## config.mk

```make
export PLATFORM = sky130hd
export DESIGN_NAME = stp_sorter_port
export DESIGN_NICKNAME = d
export VERILOG_FILES = /design/src/hw/stp_pkg.sv /design/src/hw/stp_axil_slave.sv /design/src/hw/stp_sorter_port.sv
export SDC_FILE = /design/constraint.sdc
export NUM_CORES = 1
export LEC_CHECK = 0
export BUFFER_PORTS_ARGS = -buffer_cell sky130_fd_sc_hd__buf_2
export CORE_MARGIN = 5
export CORE_UTILIZATION = 46
export DETAILED_ROUTE_END_ITERATION = 16
export SLEW_MARGIN = 20
export SYNTH_ARGS = -nofsm -noshare
export SYNTH_HDL_FRONTEND = slang
export SYNTH_SLANG_ARGS = --single-unit
```

## constraint.sdc

```tcl
create_clock -name aclk -period 7.9 [get_ports aclk]
set_clock_uncertainty 0.1 [all_clocks]
set_input_delay 0.79 -clock aclk [delete_from_list [all_inputs] [get_ports aclk]]
set_output_delay 0.79 -clock aclk [all_outputs]
set_load 0.01 [all_outputs]
```

## src/hw/stp_pkg.sv

```systemverilog
// shared constants, types and register map of the sorter trigger/result port
package stp_pkg;
  // =====================================================================
  // register byte offsets
  localparam logic [7:0] OFF_CTRL = 8'h00; // mode select, soft trigger
  localparam logic [7:0] OFF_FILE = 8'h04; // selected comparison file
  localparam logic [7:0] OFF_STAT = 8'h08; // busy, result code
  localparam logic [7:0] OFF_VALUE = 8'h0c; // last measured value
  localparam logic [7:0] OFF_IRQ_STS = 8'h10; // sticky events, read clears
  localparam logic [7:0] OFF_IRQ_MSK = 8'h14; // interrupt mask
  localparam logic [7:0] OFF_LIM_BASE = 8'h40; // limit words, 4 per file
  localparam logic [7:0] OFF_LIM_LAST = 8'h7c;
  // =====================================================================
  // field positions
  localparam int CTRL_EXT_BIT = 0; // 1: external trigger mode
  localparam int CTRL_SOFT_BIT = 1; // write 1: internal trigger
  localparam int STAT_BUSY_BIT = 0;
  localparam int STAT_CODE_LSB = 1; // two-bit result code
  localparam int IRQ_DONE_BIT = 0; // measurement finished
  localparam int IRQ_FAIL_BIT = 1; // part rejected
  localparam int IRQ_LOST_BIT = 2; // trigger while busy
  localparam int IRQ_SHORT_BIT = 3; // trigger pulse too short
  localparam int IRQ_W = 4;
  localparam int FILE_W = 2;
  localparam int NUM_LIMS = 16; // 4 files x 4 limits
  localparam logic [1:0] LIM_LOW = 2'h0; // lower limit of every bin
  localparam logic [1:0] LIM_BIN1 = 2'h1; // upper limit bin 1
  localparam logic [1:0] LIM_BIN2 = 2'h2; // upper limit bin 2
  localparam logic [1:0] LIM_BIN3 = 2'h3; // upper limit bin 3
  // =====================================================================
  // reset values
  localparam logic CTRL_EXT_RST = 1'h0;
  localparam logic [FILE_W-1:0] FILE_RST = 2'h0;
  localparam logic [IRQ_W-1:0] MSK_RST = 4'h0;
  localparam logic [31:0] LIM_RST = 32'h0000_0000;
  // =====================================================================
  // timing
  localparam int CLK_HZ = 50_000_000;
  localparam int TRIG_MIN_MS = 10; // least trigger low time
  localparam int TRIG_MIN_CYC = (CLK_HZ / 1000) * TRIG_MIN_MS;
  localparam int LOWCNT_W = 20;
  // =====================================================================
  // bus answers
  localparam logic [1:0] RESP_OKAY = 2'h0;
  localparam logic [1:0] RESP_SLVERR = 2'h2;
  // =====================================================================
  // types
  typedef enum logic [1:0] {BIN_ONE, BIN_TWO, BIN_THREE, BIN_FAIL} stp_bin_e;
  typedef struct packed {
    logic bin1_n;
    logic bin2_n;
    logic bin3_n;
    logic reject_n;
    logic eoc_n;
  } stp_pins_s;
  localparam stp_pins_s PINS_IDLE = 5'h1f; // all lines released high
endpackage

```

## src/hw/stp_axil_slave.sv

```systemverilog
// AXI4-Lite slave front end that turns bus transfers into register strobes
`timescale 1ns/100ps
module stp_axil_slave (
  input wire logic aclk,
  input wire logic aresetn,
  input wire logic [7:0] awaddr,
  input wire logic awvalid,
  output logic awready,
  input wire logic [31:0] wdata,
  input wire logic [3:0] wstrb,
  input wire logic wvalid,
  output logic wready,
  output logic [1:0] bresp,
  output logic bvalid,
  input wire logic bready,
  input wire logic [7:0] araddr,
  input wire logic arvalid,
  output logic arready,
  output logic [31:0] rdata,
  output logic [1:0] rresp,
  output logic rvalid,
  input wire logic rready,
  output logic wr_stb,
  output logic [7:0] wr_addr,
  output logic [31:0] wr_data,
  output logic [3:0] wr_strb,
  input wire logic wr_err,
  output logic rd_stb,
  output logic [7:0] rd_addr,
  input wire logic [31:0] rd_data,
  input wire logic rd_err
);
  // =====================================================================
  // write path
  logic aw_held_ff; // address captured, waiting for data
  logic w_held_ff; // data captured, waiting for address
  logic [7:0] aw_addr_ff;
  logic [31:0] w_data_ff;
  logic [3:0] w_strb_ff;
  logic bvalid_ff;
  logic [1:0] bresp_ff;
  logic wr_stb_ff;

  // no new write is taken while a response is pending: one write at a time
  assign awready = !aw_held_ff && !bvalid_ff && !wr_stb_ff;
  assign wready = !w_held_ff && !bvalid_ff && !wr_stb_ff;

  // capture address and data in either order
  always_ff @(posedge aclk) begin
    if (!aresetn) begin
      aw_held_ff <= 1'b0;
      w_held_ff <= 1'b0;
      aw_addr_ff <= 8'h00;
      w_data_ff <= 32'h0000_0000;
      w_strb_ff <= 4'h0;
      wr_stb_ff <= 1'b0;
    end else begin
      wr_stb_ff <= 1'b0;
      if (awvalid && awready) begin
        aw_held_ff <= 1'b1;
        aw_addr_ff <= awaddr;
      end
      if (wvalid && wready) begin
        w_held_ff <= 1'b1;
        w_data_ff <= wdata;
        w_strb_ff <= wstrb;
      end
      // both halves present: fire one strobe and free the holders
      if (aw_held_ff && w_held_ff) begin
        wr_stb_ff <= 1'b1;
        aw_held_ff <= 1'b0;
        w_held_ff <= 1'b0;
      end
    end
  end

  // response raised the cycle after the strobe, held until bready
  always_ff @(posedge aclk) begin
    if (!aresetn) begin
      bvalid_ff <= 1'b0;
      bresp_ff <= stp_pkg::RESP_OKAY;
    end else if (wr_stb_ff) begin
      bvalid_ff <= 1'b1;
      bresp_ff <= wr_err ? stp_pkg::RESP_SLVERR : stp_pkg::RESP_OKAY;
    end else if (bvalid_ff && bready) begin
      bvalid_ff <= 1'b0;
    end
  end

  assign wr_stb = wr_stb_ff;
  assign wr_addr = aw_addr_ff;
  assign wr_data = w_data_ff;
  assign wr_strb = w_strb_ff;
  assign bvalid = bvalid_ff;
  assign bresp = bresp_ff;

  // =====================================================================
  // read path: data sampled in the address handshake cycle
  logic rvalid_ff;
  logic [31:0] rdata_ff;
  logic [1:0] rresp_ff;

  assign arready = !rvalid_ff;
  assign rd_stb = arvalid && arready;
  assign rd_addr = araddr;

  always_ff @(posedge aclk) begin
    if (!aresetn) begin
      rvalid_ff <= 1'b0;
      rdata_ff <= 32'h0000_0000;
      rresp_ff <= stp_pkg::RESP_OKAY;
    end else if (rd_stb) begin
      rvalid_ff <= 1'b1;
      rdata_ff <= rd_data;
      rresp_ff <= rd_err ? stp_pkg::RESP_SLVERR : stp_pkg::RESP_OKAY;
    end else if (rvalid_ff && rready) begin
      rvalid_ff <= 1'b0;
    end
  end

  assign rvalid = rvalid_ff;
  assign rdata = rdata_ff;
  assign rresp = rresp_ff;
endmodule

```

## src/hw/stp_sorter_port.sv

```systemverilog
// sorter port: trigger input, bin/reject/end-of-measurement outputs, registers
// What this block does
// - three bin outputs, low marks that bin
// - reject output low on fail, else high
// - end-of-measurement output low when finished
// - result compared against selected file limits
`timescale 1ns/100ps
module stp_sorter_port #(
  parameter int TRIG_MIN_CYC = stp_pkg::TRIG_MIN_CYC // shorten in simulation
) (
  input wire logic aclk,
  input wire logic aresetn,
  input wire logic [7:0] awaddr,
  input wire logic awvalid,
  output logic awready,
  input wire logic [31:0] wdata,
  input wire logic [3:0] wstrb,
  input wire logic wvalid,
  output logic wready,
  output logic [1:0] bresp,
  output logic bvalid,
  input wire logic bready,
  input wire logic [7:0] araddr,
  input wire logic arvalid,
  output logic arready,
  output logic [31:0] rdata,
  output logic [1:0] rresp,
  output logic rvalid,
  input wire logic rready,
  input wire logic trig_n, // pin from the sorter, asynchronous
  output logic bin_one_good_n,
  output logic bin_two_good_n,
  output logic bin_three_good_n,
  output logic reject_n,
  output logic meas_done_n,
  output logic meas_start, // pulse to the measuring core
  input wire logic meas_ready, // core result strobe
  input wire logic [31:0] meas_value,
  output logic irq
);
  // =====================================================================
  // functions
  // byte-lane merge for partial writes
  function automatic logic [31:0] merge(input logic [31:0] old, input logic [31:0] nw, input logic [3:0] st);
    logic [31:0] r;
    r = old;
    for (int i = 0; i < 4; i++) if (st[i]) r[8*i +: 8] = nw[8*i +: 8];
    return r;
  endfunction
  // true for every mapped, word-aligned offset
  function automatic logic addr_ok(input logic [7:0] a);
    return (a == stp_pkg::OFF_CTRL) || (a == stp_pkg::OFF_FILE) || (a == stp_pkg::OFF_STAT) ||
           (a == stp_pkg::OFF_VALUE) || (a == stp_pkg::OFF_IRQ_STS) || (a == stp_pkg::OFF_IRQ_MSK) ||
           (a >= stp_pkg::OFF_LIM_BASE && a <= stp_pkg::OFF_LIM_LAST && a[1:0] == 2'h0);
  endfunction
  // sort a value into a bin; below the low limit or above bin 3 fails
  function automatic stp_pkg::stp_bin_e classify(input logic [31:0] v, input logic [31:0] lo, input logic [31:0] h1,
                                                 input logic [31:0] h2, input logic [31:0] h3);
    stp_pkg::stp_bin_e b;
    if (v < lo) b = stp_pkg::BIN_FAIL;
    else if (v <= h1) b = stp_pkg::BIN_ONE;
    else if (v <= h2) b = stp_pkg::BIN_TWO;
    else if (v <= h3) b = stp_pkg::BIN_THREE;
    else b = stp_pkg::BIN_FAIL;
    return b;
  endfunction

  // =====================================================================
  // bus slave
  logic wr_stb;
  logic [7:0] wr_addr;
  logic [31:0] wr_data;
  logic [3:0] wr_strb;
  logic rd_stb;
  logic [7:0] rd_addr;
  logic [31:0] rd_data;
  stp_axil_slave u_bus (
    .aclk(aclk), .aresetn(aresetn), .awaddr(awaddr), .awvalid(awvalid), .awready(awready), .wdata(wdata),
    .wstrb(wstrb), .wvalid(wvalid), .wready(wready), .bresp(bresp), .bvalid(bvalid), .bready(bready),
    .araddr(araddr), .arvalid(arvalid), .arready(arready), .rdata(rdata), .rresp(rresp), .rvalid(rvalid),
    .rready(rready), .wr_stb(wr_stb), .wr_addr(wr_addr), .wr_data(wr_data), .wr_strb(wr_strb),
    .wr_err(!addr_ok(wr_addr)), .rd_stb(rd_stb), .rd_addr(rd_addr), .rd_data(rd_data), .rd_err(!addr_ok(rd_addr))
  );

  // =====================================================================
  // trigger pin synchroniser and edge detect
  logic trig_meta_ff; // first stage, read only by the second
  logic trig_sync_ff;
  logic trig_prev_ff;
  always_ff @(posedge aclk) begin
    if (!aresetn) begin
      trig_meta_ff <= 1'b1;
      trig_sync_ff <= 1'b1;
      trig_prev_ff <= 1'b1;
    end else begin
      trig_meta_ff <= trig_n;
      trig_sync_ff <= trig_meta_ff;
      trig_prev_ff <= trig_sync_ff;
    end
  end
  wire logic trig_fall = trig_prev_ff && !trig_sync_ff; // one-cycle pulse per synced fall
  wire logic trig_rise = !trig_prev_ff && trig_sync_ff;

  // =====================================================================
  // control registers
  logic ctrl_ext_ff; // external trigger mode
  logic [stp_pkg::FILE_W-1:0] file_ff; // selected comparison file
  logic [stp_pkg::IRQ_W-1:0] msk_ff;
  logic [31:0] lim_mem [stp_pkg::NUM_LIMS]; // limit words of all files
  logic [31:0] ctrl_word;
  assign ctrl_word = merge({31'h0000_0000, ctrl_ext_ff}, wr_data, wr_strb);
  always_ff @(posedge aclk) begin
    if (!aresetn) begin
      ctrl_ext_ff <= stp_pkg::CTRL_EXT_RST;
      file_ff <= stp_pkg::FILE_RST;
      msk_ff <= stp_pkg::MSK_RST;
    end else if (wr_stb) begin
      if (wr_addr == stp_pkg::OFF_CTRL) ctrl_ext_ff <= ctrl_word[stp_pkg::CTRL_EXT_BIT];
      if (wr_addr == stp_pkg::OFF_FILE) begin
        file_ff <= stp_pkg::FILE_W'(merge({30'h0000_0000, file_ff}, wr_data, wr_strb));
      end
      if (wr_addr == stp_pkg::OFF_IRQ_MSK) begin
        msk_ff <= stp_pkg::IRQ_W'(merge({28'h000_0000, msk_ff}, wr_data, wr_strb));
      end
    end
  end

  // limit words; no reset-time loop over the array beyond a clear
  always_ff @(posedge aclk) begin
    if (!aresetn) begin
      for (int i = 0; i < stp_pkg::NUM_LIMS; i++) lim_mem[i] <= stp_pkg::LIM_RST;
    end else if (wr_stb && addr_ok(wr_addr) && wr_addr >= stp_pkg::OFF_LIM_BASE) begin
      lim_mem[wr_addr[5:2]] <= merge(lim_mem[wr_addr[5:2]], wr_data, wr_strb);
    end
  end

  // =====================================================================
  // measurement sequencer
  typedef enum logic [1:0] {ST_IDLE, ST_MEAS, ST_RESULT, ST_HOLD} stp_state_e;
  stp_state_e state_ff;
  stp_pkg::stp_pins_s pins_ff; // registered pin levels
  stp_pkg::stp_bin_e code_ff; // last result code
  logic [31:0] value_ff;
  logic meas_start_ff;
  logic soft_trig;
  logic start_req;
  logic start_evt;
  logic lost_evt;
  stp_pkg::stp_bin_e cls;

  // soft trigger only counts in internal mode
  assign soft_trig = wr_stb && wr_addr == stp_pkg::OFF_CTRL && wr_strb[0] && !ctrl_ext_ff &&
                     wr_data[stp_pkg::CTRL_SOFT_BIT];
  assign start_req = ctrl_ext_ff ? trig_fall : soft_trig;
  // a trigger while busy is dropped and flagged, not queued
  assign start_evt = start_req && (state_ff == ST_IDLE || state_ff == ST_HOLD);
  assign lost_evt = start_req && !(state_ff == ST_IDLE || state_ff == ST_HOLD);
  assign cls = classify(meas_value, lim_mem[{file_ff, stp_pkg::LIM_LOW}], lim_mem[{file_ff, stp_pkg::LIM_BIN1}],
                        lim_mem[{file_ff, stp_pkg::LIM_BIN2}], lim_mem[{file_ff, stp_pkg::LIM_BIN3}]);

  // sequencer state and start pulse
  always_ff @(posedge aclk) begin
    if (!aresetn) begin
      state_ff <= ST_IDLE;
      meas_start_ff <= 1'b0;
    end else begin
      meas_start_ff <= start_evt;
      unique case (state_ff)
        ST_IDLE, ST_HOLD: if (start_evt) state_ff <= ST_MEAS;
        ST_MEAS: if (meas_ready) state_ff <= ST_RESULT;
        ST_RESULT: state_ff <= ST_HOLD;
      endcase
    end
  end

  // pin levels: result set first, end strobe one cycle later
  always_ff @(posedge aclk) begin
    if (!aresetn) begin
      pins_ff <= stp_pkg::PINS_IDLE;
      code_ff <= stp_pkg::BIN_FAIL;
      value_ff <= 32'h0000_0000;
    end else if (start_evt) begin
      pins_ff <= stp_pkg::PINS_IDLE;
    end else if (state_ff == ST_MEAS && meas_ready) begin
      code_ff <= cls;
      value_ff <= meas_value;
      pins_ff.bin1_n <= (cls != stp_pkg::BIN_ONE);
      pins_ff.bin2_n <= (cls != stp_pkg::BIN_TWO);
      pins_ff.bin3_n <= (cls != stp_pkg::BIN_THREE);
      pins_ff.reject_n <= (cls != stp_pkg::BIN_FAIL);
    end else if (state_ff == ST_RESULT) begin
      pins_ff.eoc_n <= 1'b0;
    end
  end

  assign bin_one_good_n = pins_ff.bin1_n;
  assign bin_two_good_n = pins_ff.bin2_n;
  assign bin_three_good_n = pins_ff.bin3_n;
  assign reject_n = pins_ff.reject_n;
  assign meas_done_n = pins_ff.eoc_n;
  assign meas_start = meas_start_ff;

  // =====================================================================
  // trigger width monitor, flags pulses shorter than the sorter promises
  logic [stp_pkg::LOWCNT_W-1:0] low_cnt_ff;
  logic short_evt;
  assign short_evt = ctrl_ext_ff && trig_rise && (low_cnt_ff < TRIG_MIN_CYC[stp_pkg::LOWCNT_W-1:0]);
  always_ff @(posedge aclk) begin
    if (!aresetn) begin
      low_cnt_ff <= '0;
    end else if (trig_sync_ff) begin
      low_cnt_ff <= '0;
    end else if (low_cnt_ff != '1) begin
      low_cnt_ff <= low_cnt_ff + 1'b1; // saturates, never wraps back to short
    end
  end

  // =====================================================================
  // interrupt status: read clears, a same-cycle event wins
  logic [stp_pkg::IRQ_W-1:0] sts_ff;
  logic [stp_pkg::IRQ_W-1:0] set_bits;
  always_comb begin
    set_bits = '0;
    set_bits[stp_pkg::IRQ_DONE_BIT] = (state_ff == ST_RESULT);
    set_bits[stp_pkg::IRQ_FAIL_BIT] = (state_ff == ST_MEAS) && meas_ready && (cls == stp_pkg::BIN_FAIL);
    set_bits[stp_pkg::IRQ_LOST_BIT] = lost_evt;
    set_bits[stp_pkg::IRQ_SHORT_BIT] = short_evt;
  end
  always_ff @(posedge aclk) begin
    if (!aresetn) begin
      sts_ff <= '0;
    end else if (rd_stb && rd_addr == stp_pkg::OFF_IRQ_STS) begin
      sts_ff <= set_bits;
    end else begin
      sts_ff <= sts_ff | set_bits;
    end
  end
  assign irq = |(sts_ff & msk_ff);

  // =====================================================================
  // read data mux
  always_comb begin
    rd_data = 32'h0000_0000;
    if (rd_addr == stp_pkg::OFF_CTRL) rd_data[stp_pkg::CTRL_EXT_BIT] = ctrl_ext_ff;
    if (rd_addr == stp_pkg::OFF_FILE) rd_data[stp_pkg::FILE_W-1:0] = file_ff;
    if (rd_addr == stp_pkg::OFF_STAT) begin
      rd_data[stp_pkg::STAT_BUSY_BIT] = (state_ff == ST_MEAS) || (state_ff == ST_RESULT);
      rd_data[stp_pkg::STAT_CODE_LSB +: 2] = code_ff;
    end
    if (rd_addr == stp_pkg::OFF_VALUE) rd_data = value_ff;
    if (rd_addr == stp_pkg::OFF_IRQ_STS) rd_data[stp_pkg::IRQ_W-1:0] = sts_ff;
    if (rd_addr == stp_pkg::OFF_IRQ_MSK) rd_data[stp_pkg::IRQ_W-1:0] = msk_ff;
    if (addr_ok(rd_addr) && rd_addr >= stp_pkg::OFF_LIM_BASE) rd_data = lim_mem[rd_addr[5:2]];
  end
endmodule
```

**After elaboration in Yosys (flattened, before gate mapping)**

Memories as Yosys holds them, arrays and structs flattened. A register that Yosys moved wholly into a read port is not among the register bits.
Index checks and enable logic that the tools add are counted.

- Bits in registers: 161
- Bits in writable memories: 512
- Input port bits: 93
- Output and inout bits: 48
- Logic and storage cells: 195
- Memories kept: 1

- Add/subtract/negate cells: 1
- $lt $le $gt $ge: 9
- Equal/unequal tests: 24
- Mux-type cells: 50
- Bitwise logic cells: 5
- Reduce and logical (&&, ||, !) cells: 77

Memories:

| name | depth | bits a word | rd ports | clocked after Yosys merged registers in | write ports | line | source |
|---|---|---|---|---|---|---|---|
| lim_mem | 16 | 32 | 5 | 4 | 16 | stp_sorter_port.sv:109 | `logic [31:0] lim_mem [stp_pkg::NUM_LIMS];` |

Operators by type and width:

| operator | count |
|---|---|
| less-or-equal comparator 32 bit | 3 |
| 2-to-1 mux 32 bit | 3 |
| 2-to-1 mux 8 bit | 12 |
| 2-to-1 mux 4 bit | 13 |
| equality test 8 x 4 -> 1 bit, second input constant | 4 |
| equality test 8 x 5 -> 1 bit, second input constant | 4 |
| < comparator 32 bit | 1 |
| OR reduction 32 bit | 1 |
| logical AND 1 bit | 30 |
| adder 20 x 1 -> 20 bit, second input constant | 1 |
| < comparator 20 x 19 -> 1 bit, second input constant | 1 |
| inequality test 20 bit, second input constant | 1 |
| equality test 8 x 3 -> 1 bit, second input constant | 2 |
| >= comparator 8 x 7 -> 1 bit, second input constant | 2 |
| less-or-equal comparator 8 x 7 -> 1 bit, second input constant | 2 |
| zero test 8 bit | 2 |
| 2-to-1 mux 2 bit | 8 |
| logical OR 1 bit | 14 |
| AND reduction 2 bit | 7 |
| 2-to-1 mux 1 bit | 12 |
| inequality test 3 bit, second input constant | 4 |
| zero test 1 bit | 9 |
| AND reduction 3 bit | 3 |
| inequality test 2 bit, second input constant | 4 |
| 12 further kinds | 23 |

**Depth between registers and ports, before layout**

Gate-level depths: netlist of the first run.

- Depth in word-level cells: 15
- Mapped depth: 13
- Mapped depth without buffers: 10

**Hierarchy**

From an unflattened synthesis of the first run, not the netlist that was laid out.

- Cell total of the unflattened synthesis: 2843
- Area total of the unflattened synthesis: 36218.5 um^2

Modules (own cells, without submodules):

| module | times used | cells an instance | area each (um^2) | sequential area each (um^2) |
|---|---|---|---|---|
| stp_sorter_port | 1 | 2470 | 33066.7 | 16936.2 |
| stp_axil_slave | 1 | 373 | 3151.8 | 1661.6 |

**Worst setup path after synthesis of the first run**

No wires, ideal clock.

- Path type: reg-to-reg
- From: register (tool-made name)
- To: register pins_ff, in the netlist bin_three_good_n
- Library setup time: 0.115 ns
- Data arrival time: 3.491 ns
- Required time: 7.685 ns
- Setup slack: 4.195 ns
- Stages on the path, launching flop included: 14
- Buffers on the path: 3
- Period minus slack after synthesis: 3.705 ns
- Cell sequence: dfxtp_1 -> buf_2 -> buf_1 -> buf_2 -> mux4_2 -> inv_1 -> ha_1 -> nand4_1 -> nor2_1 -> a221o_1 -> o31ai_1 -> a21boi_1 -> or3_1 -> o2bb2a_4

RTL lines:

| item | line | source |
|---|---|---|
| end signal, assigned | stp_sorter_port.sv:179 | `pins_ff <= stp_pkg::PINS_IDLE;` |
| end signal, assigned | stp_sorter_port.sv:183 | `pins_ff <= stp_pkg::PINS_IDLE;` |
| end, declared | stp_sorter_port.sv:141 | `stp_pkg::stp_pins_s pins_ff;` |

==> impl_metrics.ini, run 1 <==
[sta]
period_minus_slack_ns = 5.05
drv_slew = 0
hold_violations = 0
fin_crit_sh = 0.640
rsz0062_at_grt = false
worst_pin_slew_ns = 1.22
whs_ns = 0.280
setup_tns_ns = 0
fmax_ghz = 0.198
maxSlewHeadroom = 0.183
setup_violations = 0

[global_routing]
antenna_found_initial = 1
grt_first_pass_wirelength_mm = 169
grt.total_usage = 0.270
grt_overflow = 0
grt_pass1_vias = 24647
grt_max_degree = 109

[synthesis]
netlist_area_sq_um = 36200
ys_seq_area_frac = 0.513
synth_edf_count = 512
avgSynthCellArea_sq_um = 12.9
synth_cell_types = 66
syn_inst = 2798
synth_top_flop_cell = edfxtp_1
synth-warning-count = 0
async_reset_ff_frac = 0
synth-seq-cells = 673

[setup_path]
worstPathRequired_ns = 8.34
crit_arrival_ns = 5.49
critPathKind = reg2reg
cp_max_fo = 63
end_kind = register
start_kind = register

[drt]
post_drt_wl_per_cell_um = 28.6
ant_nets = 0
num_vias = 24697
drt-initial-drc-count = 3211
vias_per_cell = 6.11
drc = 0
dr.pass1.iters = 5
drt_wl_total_mm = 116

[run_status]
status = completed

[die]
initial_utilization = 0.462
die_h_um = 291
io_pins = 141
coreArea_sq_um = 78500
num_rows = 103
die_area_sq_um = 84500
die_w_um = 291

[placed_design]
gp_congestion = 0.923
dpl.hpwl_mm = 81.4
dp.cells = 3900
io_buffers = 138

[cells_and_area]
fin_cells = 4045
layout-drive-gt1-share = 0.225
area_delta_synth_final_pct = 12.6
layout.nets = 3152

[clock_tree]
clk_latency_ns = 0.64
cts_tree = done
clock_sinks = 673
cts_buffers = 77
cts_root_buffer = clkbuf_16
cts_max_level = 3
clk_pin_slew_ns = 0.06
post_cts_buffers = 0
clk_path_buf_depth = 3
ctsHoldBuffers = 0
cts_resized = 0

[pwr]
leakage_uw = 0.0150
powerDensity_nw_per_um2 = 211
ir_drop_mv = 0.142

[min_path]
min_path_type = in2reg

[job]
maxCapViolCount = 0
[placed cells by master, fill, tap and decap left out, drive strengths merged, types with 9 or more instances in the layout]
cell type,instances
and2,519
edfxtp,512
mux4,289
nand2,224
buf,222
dfxtp,161
inv,136
ha,130
nor2,126
clkbuf,112
o21ai,96
a21boi,82
a21oi,67
nor3b,33
a221oi,33
nand3,31
nand4,27
clkinv,23
nor2b,22
nor3,14
nand2b,9
[routing by layer]
| metal | GRT usage | wire length, um | share of wire | vias to the layer above |
|---|---|---|---|---|
| met5 | 0 | 26 | 0.00022 | - |
| met4 | 0.0725 | 3440 | 0.030 | 4 |
| met3 | 0.0761 | 12700 | 0.11 | 234 |
| met2 | 0.429 | 53600 | 0.46 | 1388 |
| met1 | 0.369 | 46100 | 0.40 | 12403 |
| li1 | - | - | - | 10668 |
[cell usage after synthesis, types with 3 or more instances]
library cell,instances,share of area
ha_1,130,0.045
o21ai_1,3,0.00041
edfxtp_1,512,0.42
and3_1,8,0.0014
a21boi_0,51,0.011
and4_1,5,0.0012
nand4_1,27,0.0047
o21ai_0,93,0.013
nand3b_1,3,0.00062
nor2_1,126,0.013
and2_1,518,0.089
nand3_1,31,0.0043
clkbuf_1,105,0.011
buf_6,6,0.0019
nand2_1,224,0.023
a21oi_1,67,0.0093
buf_2,26,0.0036
nor3b_1,33,0.0068
o211a_1,5,0.0014
a221oi_1,6,0.0015
a221oi_2,27,0.011
xnor2_1,4,0.00097
nand2b_1,9,0.0016
o211ai_1,6,0.0012
buf_1,29,0.0030
a21o_1,4,0.00083
nor3_1,14,0.0019
o31ai_1,5,0.0010
xor2_1,7,0.0017
nor2b_1,22,0.0038
inv_1,132,0.014
or3_1,8,0.0014
o21a_1,5,0.0010
a31oi_1,5,0.00086
mux4_2,289,0.18
buf_4,6,0.0012
a21boi_1,31,0.0064
dfxtp_1,161,0.089
a211oi_1,7,0.0015
mux2i_1,8,0.0022
nor4_1,6,0.0010
a22oi_1,5,0.0010
[cell type report]
class	instances	area [sq um]
fill	6625	37700
sequential	673	18600
multi-input combinational	1822	16400
clock buffer	111	2240
timing repair buffer	223	1360
tap	1050	1310
inverter	132	495
clock inverter	33	330
antenna	1	2.50
[state kept, by name, summed over array words and instances, names as in the netlist, 2 cells and up, named ones only]
register / count
u_bus.wr_data: 32
sts_ff: 4
u_bus.wr_addr: 8
file_ff: 2
low_cnt_ff: 20
lim_mem: 512
code_ff: 2
u_bus.wr_strb: 4
msk_ff: 4
value_ff: 32
u_bus.rdata: 32
state_ff: 2
[worst max-delay path, stage by stage, from the launching register on]
cell	delay (ns)
dfxtp_4	0.95
buf_12	0.48
mux4_2	0.57
inv_1	0.07
ha_1	0.17
nand4_1	0.23
nor4_1	0.91
o311ai_1	0.36
nand4_1	0.24
a211oi_2	0.13
or3_1	0.42
o2bb2a_4	0.22
[worst paths after layout]
path,startpoint,endpoint,slack (ns),depth (start not counted)
max,register,bin_three_good_n$_SDFFE_PP1P_,2.85,11
min,trig_n,trig_meta_ff$_SDFF_PN1_,0.28,2
max reg2reg,register,bin_three_good_n$_SDFFE_PP1P_,2.85,11
min reg2reg,trig_meta_ff$_SDFF_PN1_,trig_sync_ff$_SDFF_PN1_,0.31,1
[cell families (layout without fill, tap and decap cells)]
logic type               after synthesis  after routing  synth area share
AO/OA/AOI/OAI                        338            338            0.0658
XOR/XNOR                              11             11           0.00266
adder cells (fa/ha/maj)              130            130            0.0449
buffers and inverters                304            499            0.0343
flip-flops                           673            673             0.513
multiplexers                         298            298             0.182
other                                  1              3          0.000104
AND/OR/NAND/NOR                     1043           1043             0.157
[through the flow]
step           setup WS, ns  cell area, sq um  total power [uW]   util
4_1_cts                2.81             40800              8640  0.520
2_1_floorplan          4.19             36200              4620      -
5_1_grt                2.61             40800              8870  0.520
3_5_place_dp           2.82             38200              5010  0.487
3_3_place_gp           2.81             38200              4990  0.487
6_report               2.85             40800              8600  0.520
[report_power, final]
group	internal [uW]	switching [uW]	total [uW]
registers	3950	153	4100
logic	343	505	848
clock network	2170	1480	3650
total	6460	2140	8600
Note: power is estimated with default switching activity, not from simulation.
==> run 2, diff against run 1 <==
==> constraint.sdc (replaced) <==
create_clock -name aclk -period 4.3 [get_ports aclk]
set_clock_uncertainty 0.1 [all_clocks]
set_input_delay 0.43 -clock aclk [delete_from_list [all_inputs] [get_ports aclk]]
set_output_delay 0.43 -clock aclk [all_outputs]
set_load 0.01 [all_outputs]
==> run 2 against run 1 <==
  * Non-clock buffer count rose by 98
  * Clock power rose by 84%
  * Worst setup slack got worse by 2.6 ns
  * Core utilization rose by 1.2 points
  * Worst hold slack got worse by 0.25 ns
  * Clock-buffer cell count fell by 9
  * Sequential power rose by 84%
  * Sequential cell count did not move
  * Critical path depth rose by 1
  * Die area did not move
  * Cell count rose by 2.3%
  * Maximum frequency rose by 26%
  * Critical path type unchanged
  * Critical endpoint unchanged
  * Largest cell class unchanged
  * Largest power group unchanged
==> impl_metrics.ini, run 2 (synthesized netlist as in run 1, its figures left out) <==
[sta]
rsz0062_at_grt = false
setup_violations = 0
maxSlewHeadroom = 0.287
setup_tns_ns = 0
period_minus_slack_ns = 4.01
fmax_ghz = 0.249
setup_slack_ns = 0.288
fin_crit_sh = 0.933
hold_violations = 0
drv_slew = 0
worst_pin_slew_ns = 1.07

[pwr]
ir_drop_mv = 0.275
sw_frac_of_total = 0.249
combPwrFrac = 0.101
power_uw = 15900
p_int_uw = 11900
power_frac_clock = 0.424
p_seq_frac = 0.475
power.net_switching_uw = 3940
powerDensity_nw_per_um2 = 380
leakage_uw = 0.0155

[placed_design]
io_buffers = 138
postPlaceCellArea_sq_um = 38700
dp_slack_ns = 0.105
gp_congestion = 0.980
dpl.hpwl_mm = 83.9

[drt]
dr.pass1.iters = 6
drt-initial-drc-count = 3154
num_vias = 25000
drt_wl_total_mm = 116
ant_nets = 0
drc = 0
post_drt_wl_per_cell_um = 28.2
vias_per_cell = 6.04

[cells_and_area]
area_delta_synth_final_pct = 15.2
fin_util = 0.532
final_cell_area_sq_um = 41700
top_register = lim_mem
layout.nets = 3248
layout-drive-gt1-share = 0.236
most-common-layout-cells = and2_1 (516), edfxtp_1 (512), mux4_2 (289)
largest_register_ffs = 512
layout_commonest_cell = and2_1

[global_routing]
grt.busiest_layer = met2
grt_pass1_vias = 25021
grt_overflow = 0
grt_max_degree = 205
antenna_found_initial = 0
grt_first_pass_wirelength_mm = 170
grt_util_met3 = 0.0667
grt.total_usage = 0.271
use_met2 = 0.428
grtUsageMet1 = 0.372

[die]
coreArea_sq_um = 78500
die_h_um = 291
num_rows = 103
io_pins = 141
die_area_sq_um = 84500
die_w_um = 291
initial_utilization = 0.462

[setup_path]
cp-endpoint = bin_three_good_n$_SDFFE_PP1P_
end_kind = register
crit_arrival_ns = 4.42
worstPathRequired_ns = 4.71
cp_max_fo = 32
critPathKind = reg2reg
rrSetupSlack_ns = 0.29
rr_endpoint = bin_three_good_n$_SDFFE_PP1P_
worst_r2r_path_depth = 12
start_kind = register

[clock_tree]
clk_pin_slew_ns = 0.06
cts_root_buffer = clkbuf_16
cts_max_level = 3
clock_sinks = 673
clk_path_buf_depth = 3
clk_latency_ns = 0.62
cts_tree = done
cts_buffers = 75

[job]
maxCapViolCount = 0

[min_path]
min_path_type = in2reg

[run_status]
status = completed
-- run 2: worst min-delay path by stage --
stage / from / endpoint / cells after the start
floorplan: trig_meta_ff$_SDFF_PN1_ / trig_sync_ff$_SDFF_PN1_ / 1
global placement: trig_meta_ff$_SDFF_PN1_ / trig_sync_ff$_SDFF_PN1_ / 1
detailed placement: trig_meta_ff$_SDFF_PN1_ / trig_sync_ff$_SDFF_PN1_ / 1
CTS: meas_value[10] / value_ff[10]$_SDFFE_PN0P_ / 3
global route: meas_value[4] / value_ff[4]$_SDFFE_PN0P_ / 3
finish: meas_value[10] / value_ff[10]$_SDFFE_PN0P_ / 3
-- run 2: critical path: stages (launching register included) --
cell and delay (ns):
dfxtp_4 0.46, buf_12 0.24, buf_12 0.28, mux4_2 0.55
inv_1 0.07, ha_1 0.13, nand2_1 0.21, nor3_2 0.50
nand2_1 0.29, a31oi_1 0.36, o31ai_1 0.15, nand3b_1 0.27
o2bb2a_4 0.24
-- run 2: final cells by class --
type                       instances  area [sq um]
inverter                         132           495
fill                            6622         36700
tap                             1050          1310
sequential                       673         18600
clock inverter                    36           413
timing repair buffer             321          2330
multi-input combinational       1822         16400
antenna                            1          2.50
clock buffer                     102          2150
-- run 2: repair_timing --
item                                    in CTS  in global routing
hold endpoints to repair                    46                  0
endpoints found under the setup margin       0                  2
hold buffers                                47                  0
resized for setup                            0                  1
setup buffers                                0                  0
-- run 2: per-layer routing --
| metal | wire length (um) | up-vias |
|---|---|---|
| met1 | 46500 | 12500 |
| met5 | 0 | - |
| met4 | 3980 | 0 |
| met3 | 12200 | 239 |
| met2 | 53800 | 1408 |
| li1 | - | 10853 |
-- run 2: through the flow --
stage	hold WS, ns	cells
floorplan	0.286	2799
global placement	0.316	3951
detailed placement	0.315	3951
CTS	0.00125	4136
global route	0.0166	4136
finish	0.0305	4137
-- run 2: power by group through the flow --
stage | sequential, uW | combinational [uW] | clock [uW]
global route | 7570 | 1720 | 7080
global placement | 7650 | 1520 | 0
finish | 7540 | 1600 | 6730
CTS | 7530 | 1590 | 6830
detailed placement | 7660 | 1550 | 0
floorplan | 7510 | 990 | 0
